File: config.mk
export PLATFORM = sky130hd
export DESIGN_NAME = pim_irq_pm
export DESIGN_NICKNAME = d
export VERILOG_FILES = /design/src/include/pim_pkg.sv /design/src/rtl/pim_irq_pm.sv
export SDC_FILE = /design/constraint.sdc
export NUM_CORES = 1
export LEC_CHECK = 0
export ABC_AREA = 1
export BUFFER_PORTS_ARGS = -buffer_cell sky130_fd_sc_hd__buf_2
export CAP_MARGIN = 20
export CORE_MARGIN = 4
export CORE_UTILIZATION = 50
export CTS_BUF_LIST = sky130_fd_sc_hd__clkbuf_4
export CTS_CLUSTER_SIZE = 30
export DETAILED_ROUTE_END_ITERATION = 10
export PLACE_DENSITY_LB_ADDON = 0.2
export SLEW_MARGIN = 20
export SYNTH_ARGS = -nofsm -noshare
export SYNTH_HDL_FRONTEND = slang
export SYNTH_SLANG_ARGS = --single-unit
File: constraint.sdc
create_clock -name mclk -period 6.3 [get_ports mclk]
set_input_delay 1.89 -clock mclk [delete_from_list [all_inputs] [get_ports mclk]]
set_output_delay 1.89 -clock mclk [all_outputs]
set_load 0.01 [all_outputs]
File: src/include/pim_pkg.sv
package pim_pkg;

	// ****************************************
	// Timing
	// ****************************************
	localparam int          CLK_HZ     = 10_000_000;
	localparam int          FILT1_S    = 4;
	localparam int          FILT2_S    = 129;
	localparam int          FILT3_S    = 518;
	localparam logic [32:0] FILT1_CYC  = 33'(64'(FILT1_S) * 64'(CLK_HZ));
	localparam logic [32:0] FILT2_CYC  = 33'(64'(FILT2_S) * 64'(CLK_HZ));
	localparam logic [32:0] FILT3_CYC  = 33'(64'(FILT3_S) * 64'(CLK_HZ));

	// ****************************************
	// Offsets and fields
	// ****************************************
	localparam logic [7:0]  LCTL_OFF     = 8'h00;
	localparam logic [7:0]  SENSE_OFF    = 8'h04;
	localparam logic [7:0]  GSTAT_OFF    = 8'h1C;
	localparam logic [7:0]  INTPIN_OFF   = 8'h3C;
	localparam logic [7:0]  PMCS_OFF     = 8'h44;
	localparam int          LCTL_FILT_LO = 5;
	localparam int          PM_EN_BIT   = 8;
	localparam int          PM_STS_BIT  = 15;
	localparam int          INTPIN_LO   = 8;
	localparam int          M20         = 4;
	localparam int          M21         = 5;
	localparam int          USRC_CH0    = 0;
	localparam int          USRC_CH1    = 6;
	localparam int          USRC_CH2    = 18;
	localparam int          USRC_CH3    = 24;

	// ****************************************
	// Reset values and codes
	// ****************************************
	localparam logic [15:0] IRQ_MASK_RST = 16'hFFFF;
	localparam logic [31:0] LCTL_RST     = 32'h0000_0000;
	localparam logic [11:0] SENSE_RST    = 12'h000;
	localparam logic [7:0]  F0_PIN_RST   = 8'h01;
	localparam logic [7:0]  F1_PIN_RST   = 8'h02;
	localparam logic [7:0]  PIN_INTA     = 8'h01;
	localparam logic [7:0]  PIN_INTB     = 8'h02;
	localparam logic [1:0]  PM_D0        = 2'h0;
	localparam logic [1:0]  PM_D2        = 2'h2;
	localparam logic [1:0]  PM_D3        = 2'h3;
	localparam logic [1:0]  MODE_PAR     = 2'h1;
	localparam logic [1:0]  MODE_SSID    = 2'h2;
	localparam logic [1:0]  FILT_OFF     = 2'h0;

	typedef enum logic [1:0] {
		PD_IDLE  = 2'b00,
		PD_COUNT = 2'b01,
		PD_DONE  = 2'b10
	} pim_pd_t;

	typedef struct packed {
		logic        rd;
		logic        wr;
		logic        cfg;
		logic [7:0]  addr;
		logic [31:0] wdata;
	} pim_acc_t;

	typedef struct packed {
		logic        load;
		logic [15:0] irq_mask;
		logic [7:0]  f0_pin;
		logic [7:0]  f1_pin;
	} pim_ee_t;

	typedef struct packed {
		logic [31:0] src_word;
		logic [3:0]  idle;
		logic [15:0] modem_line;
		logic [3:0]  serial_input;
		logic [19:0] wake_mask;
	} pim_uart_t;

	typedef struct packed {
		logic inta_o;
		logic inta_oe_n;
		logic intb_o;
		logic intb_oe_n;
		logic pme_o;
		logic pme_oe_n;
	} pim_pins_t;

	typedef struct packed {
		logic [31:0] lctl;
		logic [11:0] sense;
		logic [15:0] irq_mask;
		logic        pd_sticky;
		logic [1:0]  pm_state;
		logic        pme_en;
		logic        pme_sts;
		logic [7:0]  f0_pin;
		logic [7:0]  f1_pin;
		pim_pd_t     pd;
		logic [32:0] pd_cnt;
		logic [11:0] pin_s1;
		logic [11:0] pin_s2;
		logic [15:0] ml_s1;
		logic [15:0] ml_s2;
		logic [15:0] ml_prev;
		logic [3:0]  sdi_s1;
		logic [3:0]  sdi_s2;
		logic [3:0]  sdi_prev;
		logic [3:0]  sdi_wake;
		logic [31:0] rdata;
	} pim_state_t;

endpackage : pim_pkg

File: src/rtl/pim_irq_pm.sv
`timescale 1ns/10ps

// What this block does
// - UART status bits read as inverse of the source word not-pending bits.
// - Each pin status bit returns raw or inverted level per sense config.
// - UART mask bits set at reset; serial EEPROM may replace them.
// - Subsystem-id mode suppresses every pin interrupt regardless of masks.
// - Pin mask bits set at reset; serial EEPROM may replace them.
// - Sixteen sources; parallel port shares bit 4, power-down shares bit 5.
// - Interrupt pin field: 0 none, 1 INTA, 2 INTB; defaults 1 and 2.
// - Interrupt pin field read-only to config writes, loaded by EEPROM only.
// - Interrupt pins are level, held low while an enabled source is active.
// - Global status word readable by both functions.
// - UART interrupts only when pending and its mask bit 19:16 set.
// - Parallel port interrupt mode takes over the pin 0 slot.
// - Per-function wake state; PME released only when both statuses clear.
// - Idle means no UART pending and all transmitters and receivers idle.
// - Power-down request only if still idle after selected filter time.
// - Device never changes its own power state.
// - Nonzero filter makes bit 5 sticky, clear on read, masked by bit 21.
// - In D3 UART clocks stop; only ring trailing edge wakes.
// - In D2 modem or serial-input changes wake; serial wake restarts clock.
// - D2/D3 stops clocks, blocks interrupt, refuses I/O and memory decodes.
// - Wake drives PME at once, bypassing filter, when enable bit 8 set.
// - Wake mask bits cleared after reset so all lines may wake.
// - Wake sets sticky status bit 15, write-one-clear; drives PME when enabled.
// - Zero filter makes bit 5 report pin 1 and disables power-down interrupt.
// - Filter codes 01, 10, 11 select 4, 129 and 518 seconds.
module pim_irq_pm #(
	parameter logic [32:0] FILT1_CYC = pim_pkg::FILT1_CYC,
	parameter logic [32:0] FILT2_CYC = pim_pkg::FILT2_CYC,
	parameter logic [32:0] FILT3_CYC = pim_pkg::FILT3_CYC
) (
	input  wire logic              mclk,
	input  wire logic              rst_b,
	input  wire pim_pkg::pim_acc_t acc,
	output logic [31:0]            reg_rdata,
	input  wire pim_pkg::pim_ee_t  ee,
	input  wire pim_pkg::pim_uart_t uart,
	input  wire logic [11:0]       multi_purpose_pin,
	input  wire logic [1:0]        dev_mode,
	input  wire logic              par_irq,
	input  wire logic              f1_low_power,
	input  wire logic              f1_pme_active,
	output logic [3:0]             uart_clk_en,
	output logic                   io_decode_en,
	output pim_pkg::pim_pins_t     pins
);

	// ****************************************
	// State
	// ****************************************
	pim_pkg::pim_state_t s_reg;
	pim_pkg::pim_state_t s_next;

	logic [3:0]  pend;
	logic [11:0] pin_lvl;
	logic [31:0] gstat;
	logic        low_pw;
	logic        idle_all;
	logic [1:0]  filt;
	logic [32:0] filt_cyc;
	logic        pd_req;
	logic [3:0]  ring_fall;
	logic [15:0] ml_chg;
	logic [3:0]  sdi_chg;
	logic [3:0]  sdi_wk;
	logic        wake;
	logic        f0_irq;
	logic        f1_irq;
	logic        pin0_src;
	logic        gstat_rd;
	logic        pm_wr;

	always_comb
	begin
		pend = ~{uart.src_word[pim_pkg::USRC_CH3], uart.src_word[pim_pkg::USRC_CH2],
			uart.src_word[pim_pkg::USRC_CH1], uart.src_word[pim_pkg::USRC_CH0]};
		pin_lvl = s_reg.pin_s2 ^ s_reg.sense;
		filt = s_reg.lctl[pim_pkg::LCTL_FILT_LO +: 2];
		low_pw = (s_reg.pm_state == pim_pkg::PM_D2) || (s_reg.pm_state == pim_pkg::PM_D3);
		idle_all = (pend == 4'h0) && (&uart.idle);
		gstat = {s_reg.irq_mask, pin_lvl[11:2],
			(filt == pim_pkg::FILT_OFF) ? pin_lvl[1] : s_reg.pd_sticky,
			(dev_mode == pim_pkg::MODE_PAR) ? par_irq : pin_lvl[0], pend};
		unique case (filt)
			2'h1:    filt_cyc = FILT1_CYC;
			2'h2:    filt_cyc = FILT2_CYC;
			2'h3:    filt_cyc = FILT3_CYC;
			default: filt_cyc = 33'h0_0000_0001;
		endcase
		// A filter switched off or a sleep entered mid-count must not fire a request
		pd_req = (s_reg.pd == pim_pkg::PD_COUNT) && idle_all && !low_pw
			&& (filt != pim_pkg::FILT_OFF)
			&& (s_reg.pd_cnt >= filt_cyc - 33'h0_0000_0001);
		for (int c = 0; c < 4; c++)
		begin
			ring_fall[c] = s_reg.ml_prev[4 * c + 3] && !s_reg.ml_s2[4 * c + 3];
		end
		ml_chg = (s_reg.ml_prev ^ s_reg.ml_s2);
		sdi_chg = (s_reg.sdi_prev ^ s_reg.sdi_s2);
		wake = 1'b0;
		sdi_wk = 4'h0;
		for (int c = 0; c < 4; c++)
		begin
			if (s_reg.pm_state == pim_pkg::PM_D3)
				wake = wake | (ring_fall[c] && !uart.wake_mask[5 * c + 3]);
			else if (s_reg.pm_state == pim_pkg::PM_D2)
			begin
				sdi_wk[c] = sdi_chg[c] && !uart.wake_mask[5 * c + 4];
				wake = wake | sdi_wk[c] | (|(ml_chg[4 * c +: 4] & ~uart.wake_mask[5 * c +: 4]));
			end
		end
		// Power-down interrupt belongs to the UART function
		f0_irq = !low_pw && ((|(pend & s_reg.irq_mask[3:0]))
			|| ((filt != pim_pkg::FILT_OFF) && s_reg.pd_sticky && s_reg.irq_mask[pim_pkg::M21]));
		pin0_src = (dev_mode == pim_pkg::MODE_PAR) ? par_irq : pin_lvl[0];
		f1_irq = !f1_low_power && (((dev_mode == pim_pkg::MODE_PAR) && par_irq
			&& s_reg.irq_mask[pim_pkg::M20]) || ((dev_mode != pim_pkg::MODE_SSID)
			&& ((|(pin_lvl[11:2] & s_reg.irq_mask[15:6]))
			|| (pin0_src && s_reg.irq_mask[pim_pkg::M20])
			|| ((filt == pim_pkg::FILT_OFF) && pin_lvl[1] && s_reg.irq_mask[pim_pkg::M21]))));
		gstat_rd = acc.rd && !acc.cfg && !low_pw && (acc.addr == pim_pkg::GSTAT_OFF);
		pm_wr = acc.wr && acc.cfg && (acc.addr == pim_pkg::PMCS_OFF);
	end

	// ****************************************
	// Next state
	// ****************************************
	always_comb
	begin
		s_next = s_reg;
		s_next.pin_s1 = multi_purpose_pin;
		s_next.pin_s2 = s_reg.pin_s1;
		s_next.ml_s1 = uart.modem_line;
		s_next.ml_s2 = s_reg.ml_s1;
		s_next.ml_prev = s_reg.ml_s2;
		s_next.sdi_s1 = uart.serial_input;
		s_next.sdi_s2 = s_reg.sdi_s1;
		s_next.sdi_prev = s_reg.sdi_s2;
		s_next.rdata = 32'h0000_0000;
		if (acc.rd && acc.cfg)
		begin
			if (acc.addr == pim_pkg::PMCS_OFF)
				s_next.rdata = {16'h0000, s_reg.pme_sts, 6'h00, s_reg.pme_en, 6'h00, s_reg.pm_state};
			else if (acc.addr == pim_pkg::INTPIN_OFF)
				s_next.rdata = {16'h0000, s_reg.f0_pin, 8'h00};
		end
		else if (acc.rd && !low_pw) // Decodes refused while asleep
		begin
			if (acc.addr == pim_pkg::GSTAT_OFF)
				s_next.rdata = gstat;
			else if (acc.addr == pim_pkg::LCTL_OFF)
				s_next.rdata = s_reg.lctl;
			else if (acc.addr == pim_pkg::SENSE_OFF)
				s_next.rdata = {20'h00000, s_reg.sense};
		end
		if (acc.wr && !acc.cfg && !low_pw)
		begin
			if (acc.addr == pim_pkg::GSTAT_OFF)
				s_next.irq_mask = acc.wdata[31:16];
			else if (acc.addr == pim_pkg::LCTL_OFF)
				s_next.lctl = acc.wdata;
			else if (acc.addr == pim_pkg::SENSE_OFF)
				s_next.sense = acc.wdata[11:0];
		end
		// Only driver writes move the power state; D1 is not offered
		if (pm_wr)
		begin
			if (acc.wdata[1:0] != 2'h1)
				s_next.pm_state = acc.wdata[1:0];
			s_next.pme_en = acc.wdata[pim_pkg::PM_EN_BIT];
			if (acc.wdata[pim_pkg::PM_STS_BIT])
				s_next.pme_sts = 1'b0;
		end
		if (wake) // Set beats a same-cycle clear
			s_next.pme_sts = 1'b1;
		if (ee.load) // Interrupt pin has no config write path
		begin
			s_next.irq_mask = ee.irq_mask;
			s_next.f0_pin = ee.f0_pin;
			s_next.f1_pin = ee.f1_pin;
		end
		if (s_reg.pm_state != pim_pkg::PM_D2)
			s_next.sdi_wake = 4'h0;
		else
			s_next.sdi_wake = s_reg.sdi_wake | sdi_wk;
		// Filter restarts on any activity so intermittent traffic stays quiet
		unique case (s_reg.pd)
			pim_pkg::PD_IDLE:
			begin
				s_next.pd_cnt = 33'h0_0000_0000;
				if (idle_all && (filt != pim_pkg::FILT_OFF) && !low_pw)
					s_next.pd = pim_pkg::PD_COUNT;
			end
			pim_pkg::PD_COUNT:
			begin
				s_next.pd_cnt = s_reg.pd_cnt + 33'h0_0000_0001;
				if (!idle_all || (filt == pim_pkg::FILT_OFF) || low_pw)
					s_next.pd = pim_pkg::PD_IDLE;
				else if (pd_req)
					s_next.pd = pim_pkg::PD_DONE;
			end
			pim_pkg::PD_DONE:
			begin
				if (!idle_all || (filt == pim_pkg::FILT_OFF))
					s_next.pd = pim_pkg::PD_IDLE;
			end
			default: s_next.pd = pim_pkg::PD_IDLE;
		endcase
		if (gstat_rd)
			s_next.pd_sticky = 1'b0;
		if (pd_req)
			s_next.pd_sticky = 1'b1;
	end

	always_ff @(posedge mclk or negedge rst_b)
	begin
		if (!rst_b)
		begin
			s_reg <= '0;
			s_reg.lctl <= pim_pkg::LCTL_RST;
			s_reg.sense <= pim_pkg::SENSE_RST;
			s_reg.irq_mask <= pim_pkg::IRQ_MASK_RST;
			s_reg.pm_state <= pim_pkg::PM_D0;
			s_reg.f0_pin <= pim_pkg::F0_PIN_RST;
			s_reg.f1_pin <= pim_pkg::F1_PIN_RST;
			s_reg.pd <= pim_pkg::PD_IDLE;
		end
		else
			s_reg <= s_next;
	end

	// ****************************************
	// Outputs
	// ****************************************
	always_comb
	begin
		reg_rdata = s_reg.rdata;
		io_decode_en = !low_pw;
		for (int c = 0; c < 4; c++)
		begin
			// Stale serial wake flags must not leak into a direct D2 to D3 move
			uart_clk_en[c] = (s_reg.pm_state == pim_pkg::PM_D0)
				|| ((s_reg.pm_state == pim_pkg::PM_D2) && s_reg.sdi_wake[c]);
		end
		pins.inta_o = 1'b0;
		pins.intb_o = 1'b0;
		pins.pme_o = 1'b0;
		pins.inta_oe_n = !((f0_irq && (s_reg.f0_pin == pim_pkg::PIN_INTA))
			|| (f1_irq && (s_reg.f1_pin == pim_pkg::PIN_INTA)));
		pins.intb_oe_n = !((f0_irq && (s_reg.f0_pin == pim_pkg::PIN_INTB))
			|| (f1_irq && (s_reg.f1_pin == pim_pkg::PIN_INTB)));
		pins.pme_oe_n = !((s_reg.pme_sts && s_reg.pme_en) || f1_pme_active);
	end
endmodule : pim_irq_pm

# [After elaboration in Yosys (flattened, before gate mapping)]
# Cells that the tools add are included.
[totals] wordCells=219 input_bits=171 out_inout_bits=43 ff_bits=236
[classes] bitwise_logic=27 add_sub_neg=2 muxes=41 reduce_logical=105 n_eq_ne=22 n_lt_le_gt_ge=1
[ops] operator="$mux W32" n=4
[ops] operator="$pmux W33 S3" n=1
[ops] operator="$mux W16" n=5
[ops] operator="$pmux W33 S2" n=1
[ops] operator="$logic_and A1 B1 Y1" n=47
[ops] operator="$add A33 B1 Y33 const B" n=1
[ops] operator="$ge A33 B33 Y1" n=1
[ops] operator="$sub A33 B1 Y33 const B" n=1
[ops] operator="$mux W1" n=23
[ops] operator="$and A4 B4 Y4" n=5
[ops] operator="$not A4 Y4" n=5
[ops] operator="$reduce_or A4 Y1" n=5
[ops] operator="$logic_not A1 Y1" n=19
[ops] operator="$eq A8 B1 Y1 const B" n=2
[ops] operator="$eq A8 B2 Y1 const B" n=2
[ops] operator="$xor A16 B16 Y16" n=1
[ops] operator="$logic_or A1 B1 Y1" n=14
[ops] operator="$reduce_bool A2 Y1" n=7
[ops] operator="$mux W12" n=1
[ops] operator="$xor A12 B12 Y12" n=1
[ops] operator="$and A10 B10 Y10" n=1
[ops] operator="$eq A2 B2 Y1 const B" n=5
[ops] operator="$or A1 B1 Y1" n=10
[ops] operator="$reduce_or A10 Y1" n=1
[ops] operator="20 further kinds" n=35

# [Logic depth before layout (Yosys ltp)]
[depth] depth_word=20 depth_mapped=16 depth_no_buf=16

# [Worst setup path after synthesis]
# OpenSTA, ideal clock, no wires.
[synth_timing] path_kind="input-to-output" startpoint="input port dev_mode[1]" endpoint="output port pins[2] (netlist name)" n_path_buf=0 path_stages=11 arrival_ps=2656 path_slack_ps=1754 required_ps=4410 path_cell_list="inv_1 -> nand2_1 -> nand2_1 -> o21ai_0 -> nand2_1 -> nand3_1 -> nor2_1 -> nand2_1 -> nand3_1 -> o21ai_0 -> inv_1"
[synth_rtl] item="from (decl)" line_no="pim_irq_pm.sv:41" source="input wire logic [1:0] dev_mode,"
[synth_rtl] item="to (decl)" line_no="pim_irq_pm.sv:47" source="output pim_pkg::pim_pins_t pins"

==> metrics <==
maximum clock path buffer count=3; Peak Freq=196 MHz; average footprint of a synthesized cell=9.33 µm²; share of flip-flops with an asynchronous set or reset=100%; routed via count divided by cell count=5.24; Pre-Repair DR Iteration Count=5; clock latency of the later-clocked register in the worst-skew pair=0.69 ns; sw frac=24.9%; final standard cell utilization of the core=59.6%; global placement routability congestion=0.921; H-tree Lvls=2; Max-Slew Margin vs Limit=29.9%; max FFs per register=134; placed standard-cell area=11900 µm²; synthesis-to-layout area growth=15.9%; area leader, netlist=dfrtp_1; number of distinct library cells after synthesis=48; via count of the first global-routing pass=8603; final total negative setup slack=0 ns; starting density of the core=51.4%; largest cells by area after synthesis=dfrtp_1, nand2_1, ha_1, inv_1, o21ai_0; power spent charging and discharging nets=0.783 mW; unrepaired setup endpoints after global routing=false; final count of hold timing violations=0; fraction of power consumed by combinational cells=7.3%; half-perimeter wire length after detailed placement=19700 µm; clock skew after layout=0.0340 ns; time the final worst path needs with I/O delays and setup=5.10 ns; final routed wirelength across all metal layers=27200 µm; first-pass GRT wire length=43400 µm; Layout Cell Area excl Fill=12600 µm²; overall routing resource usage=22.3%; share of power burned in registers=51.3%; Post CTS Setup Buffer Count=0; power per unit of standard cell area=249 nW/µm²; sequential standard cell area=5930 µm²; VDD IR-drop max=165 µV; chip width=156 µm; post-detailed-route count of antenna-violating nets=0; average routed wire per standard cell=16.1 µm; TritonCTS clock tree=done; clock share of power=41.4%; result of the run=finished, final reports clean; remaining design rule violation count=0; endpoints failing setup=0; crit start category=flop; number of storage elements in the synthesis netlist=236; final number of max-transition violations=0; share of post-route cells with drive strength above 1=24.5%; Finished Layout Cells=1683; overall overflow remaining after global route=0; Worst Setup Slack post-DPL=1.31 ns; floorplan core area=21200 µm²; Crit Path Max Fanout=13; combined area of the multi-input logic cells=4080 µm²; Vert. Die Dim=156 µm; initial antenna violation count=3; data required time of the worst path=4.41 ns; Hold Crit Class=reg -> reg; CP Capture Type=primary output; part of the cycle the worst path needs=81.0%; Synth Instances=1169; count of clock tree sinks=236; 1st-iter DRT viols=478; fraction of the yosys area taken by sequential cells=54.3%; final critical-path setup slack=1.20 ns; crit path kind=reg -> out; number of buffers added by the clock tree synthesis step=61; primary flip-flop cell chosen by synthesis mapping=dfrtp_1; maximum number of pins on one net before global-route repair=131; area of the die=24200 µm²; top library cells by usage in the layout, fill and taps aside=dfrtp_1, nand2_1, buf_2; number of buffers inserted for hold repair after clock tree synthesis=0; share of Yosys cell area claimed by the top area cell type=50.0%; CTS clk-pin slew, worst paths=0.06 ns; yosys synthesis warning count=0; total of fill cells in the finished design=1948; Placement Rows=53; number of maximum-capacitance violations=0; instance count after placement with tap cells included=1571; data arrival time of the critical path=3.21 ns; count of flip-flops with a built-in enable after synthesis=0; number of input and output port buffers inserted=182; final-stage net count=1571; Clock Tree Root=clkbuf_4; leakage component of the power=6.33 nW; internal power summed over all cells=2.36 mW; CTS resizes=0; combined area of all synthesized cells=10900 µm²; commonest non-fill, non-tap cell in the layout=dfrtp_1; number of top-level pins=214; vias=8816; Least-Margin Pin Slew=1.05 ns
worst paths after layout:
kind,start,to,slack [ns],cells after the start
worst max-delay path,filt[1],pins[4],1.20,12
worst min-delay path,s_next[43],s_next[39],0.34,0
worst max register to register,filt[1],s_reg[153],3.53,13
worst min register to register,s_next[43],s_next[39],0.34,0
max in group asynchronous,rst_b,s_reg[156],3.94,2
min in group asynchronous,rst_b,s_reg[142],1.25,1
cell type report:
class	count	share of cell area (%)
inverters	141	4.21
clock buffers	90	5.34
diodes	2	0.0396
clock inverters	20	0.881
multi-input cells	732	32.2
repair buffers	187	7.68
flip-flops and latches	236	46.9
well taps	275	2.72
synth_stat cells, types with 2 or more instances:
| master | n |
|---|---|
| nand2_2 | 3 |
| a32o_1 | 5 |
| nand4_1 | 34 |
| xnor2_1 | 11 |
| o211ai_1 | 9 |
| conb_1 | 2 |
| o21ai_0 | 100 |
| nor2_2 | 5 |
| o22ai_1 | 9 |
| nand3_2 | 4 |
| or2_2 | 2 |
| inv_1 | 136 |
| nor3_2 | 4 |
| nand2_1 | 204 |
| clkbuf_1 | 20 |
| buf_4 | 36 |
| a21o_1 | 3 |
| buf_2 | 7 |
| inv_2 | 3 |
| nand3_1 | 52 |
| nor4_1 | 7 |
| nor3_1 | 25 |
| o31ai_1 | 3 |
| nor2_4 | 3 |
| a211oi_1 | 7 |
| o32ai_1 | 2 |
| xor2_1 | 14 |
| dfstp_2 | 18 |
| nand3b_1 | 3 |
| a22o_1 | 4 |
| a2111oi_0 | 2 |
| dfrtp_1 | 218 |
| a21oi_1 | 56 |
| nor2_1 | 87 |
| o21ai_1 | 3 |
| ha_1 | 41 |
| o221ai_1 | 3 |
| mux2_2 | 14 |
worst max-delay path: stages, from the launching register on:
cell,delay [ns]
dfrtp_1,0.42
inv_1,0.32
ha_1,0.59
o21ai_0,0.18
a21oi_1,0.22
nand2_1,0.07
nand4_1,0.12
nor2_1,0.06
nand2_1,0.07
nand3_1,0.11
o21ai_0,0.17
inv_1,0.05
buf_2,0.13
power by group through the flow:
stage          Combinational [mW]  Sequential [mW]  Clock [mW]
6_report                    0.228             1.62        1.30
5_1_grt                     0.263             1.62        1.44
4_1_cts                     0.232             1.61        1.35
3_5_place_dp                0.231             1.64           0
3_3_place_gp                0.227             1.64           0
2_1_floorplan               0.116             1.63           0
kinds of logic (layout without fill, tap and decap cells):
kind of cell	after synthesis	after routing	share of synthesized area [%]
other cells	2	9	0.0688
flops	236	236	54.3
fa+ha+maj	41	41	4.70
mux	14	14	1.44
xor+xnor	25	25	2.01
simple gates	435	435	17.9
compound gates	210	210	11.0
buf+inv	206	438	8.51
routing by layer:
metal  track usage [%]  routed length [µm]
met1              32.1               12300
met2              33.3               12300
met3              4.88                1920
met4              8.80                 719
met5                 0                   7
metrics by stage:
stage	power (mW)	hold slack, ns
3_3_place_gp	1.87	0.331
5_1_grt	3.32	0.324
2_1_floorplan	1.75	0.331
3_5_place_dp	1.87	0.335
6_report	3.15	0.336
4_1_cts	3.19	0.322
Power figures use the tool's default switching activity.
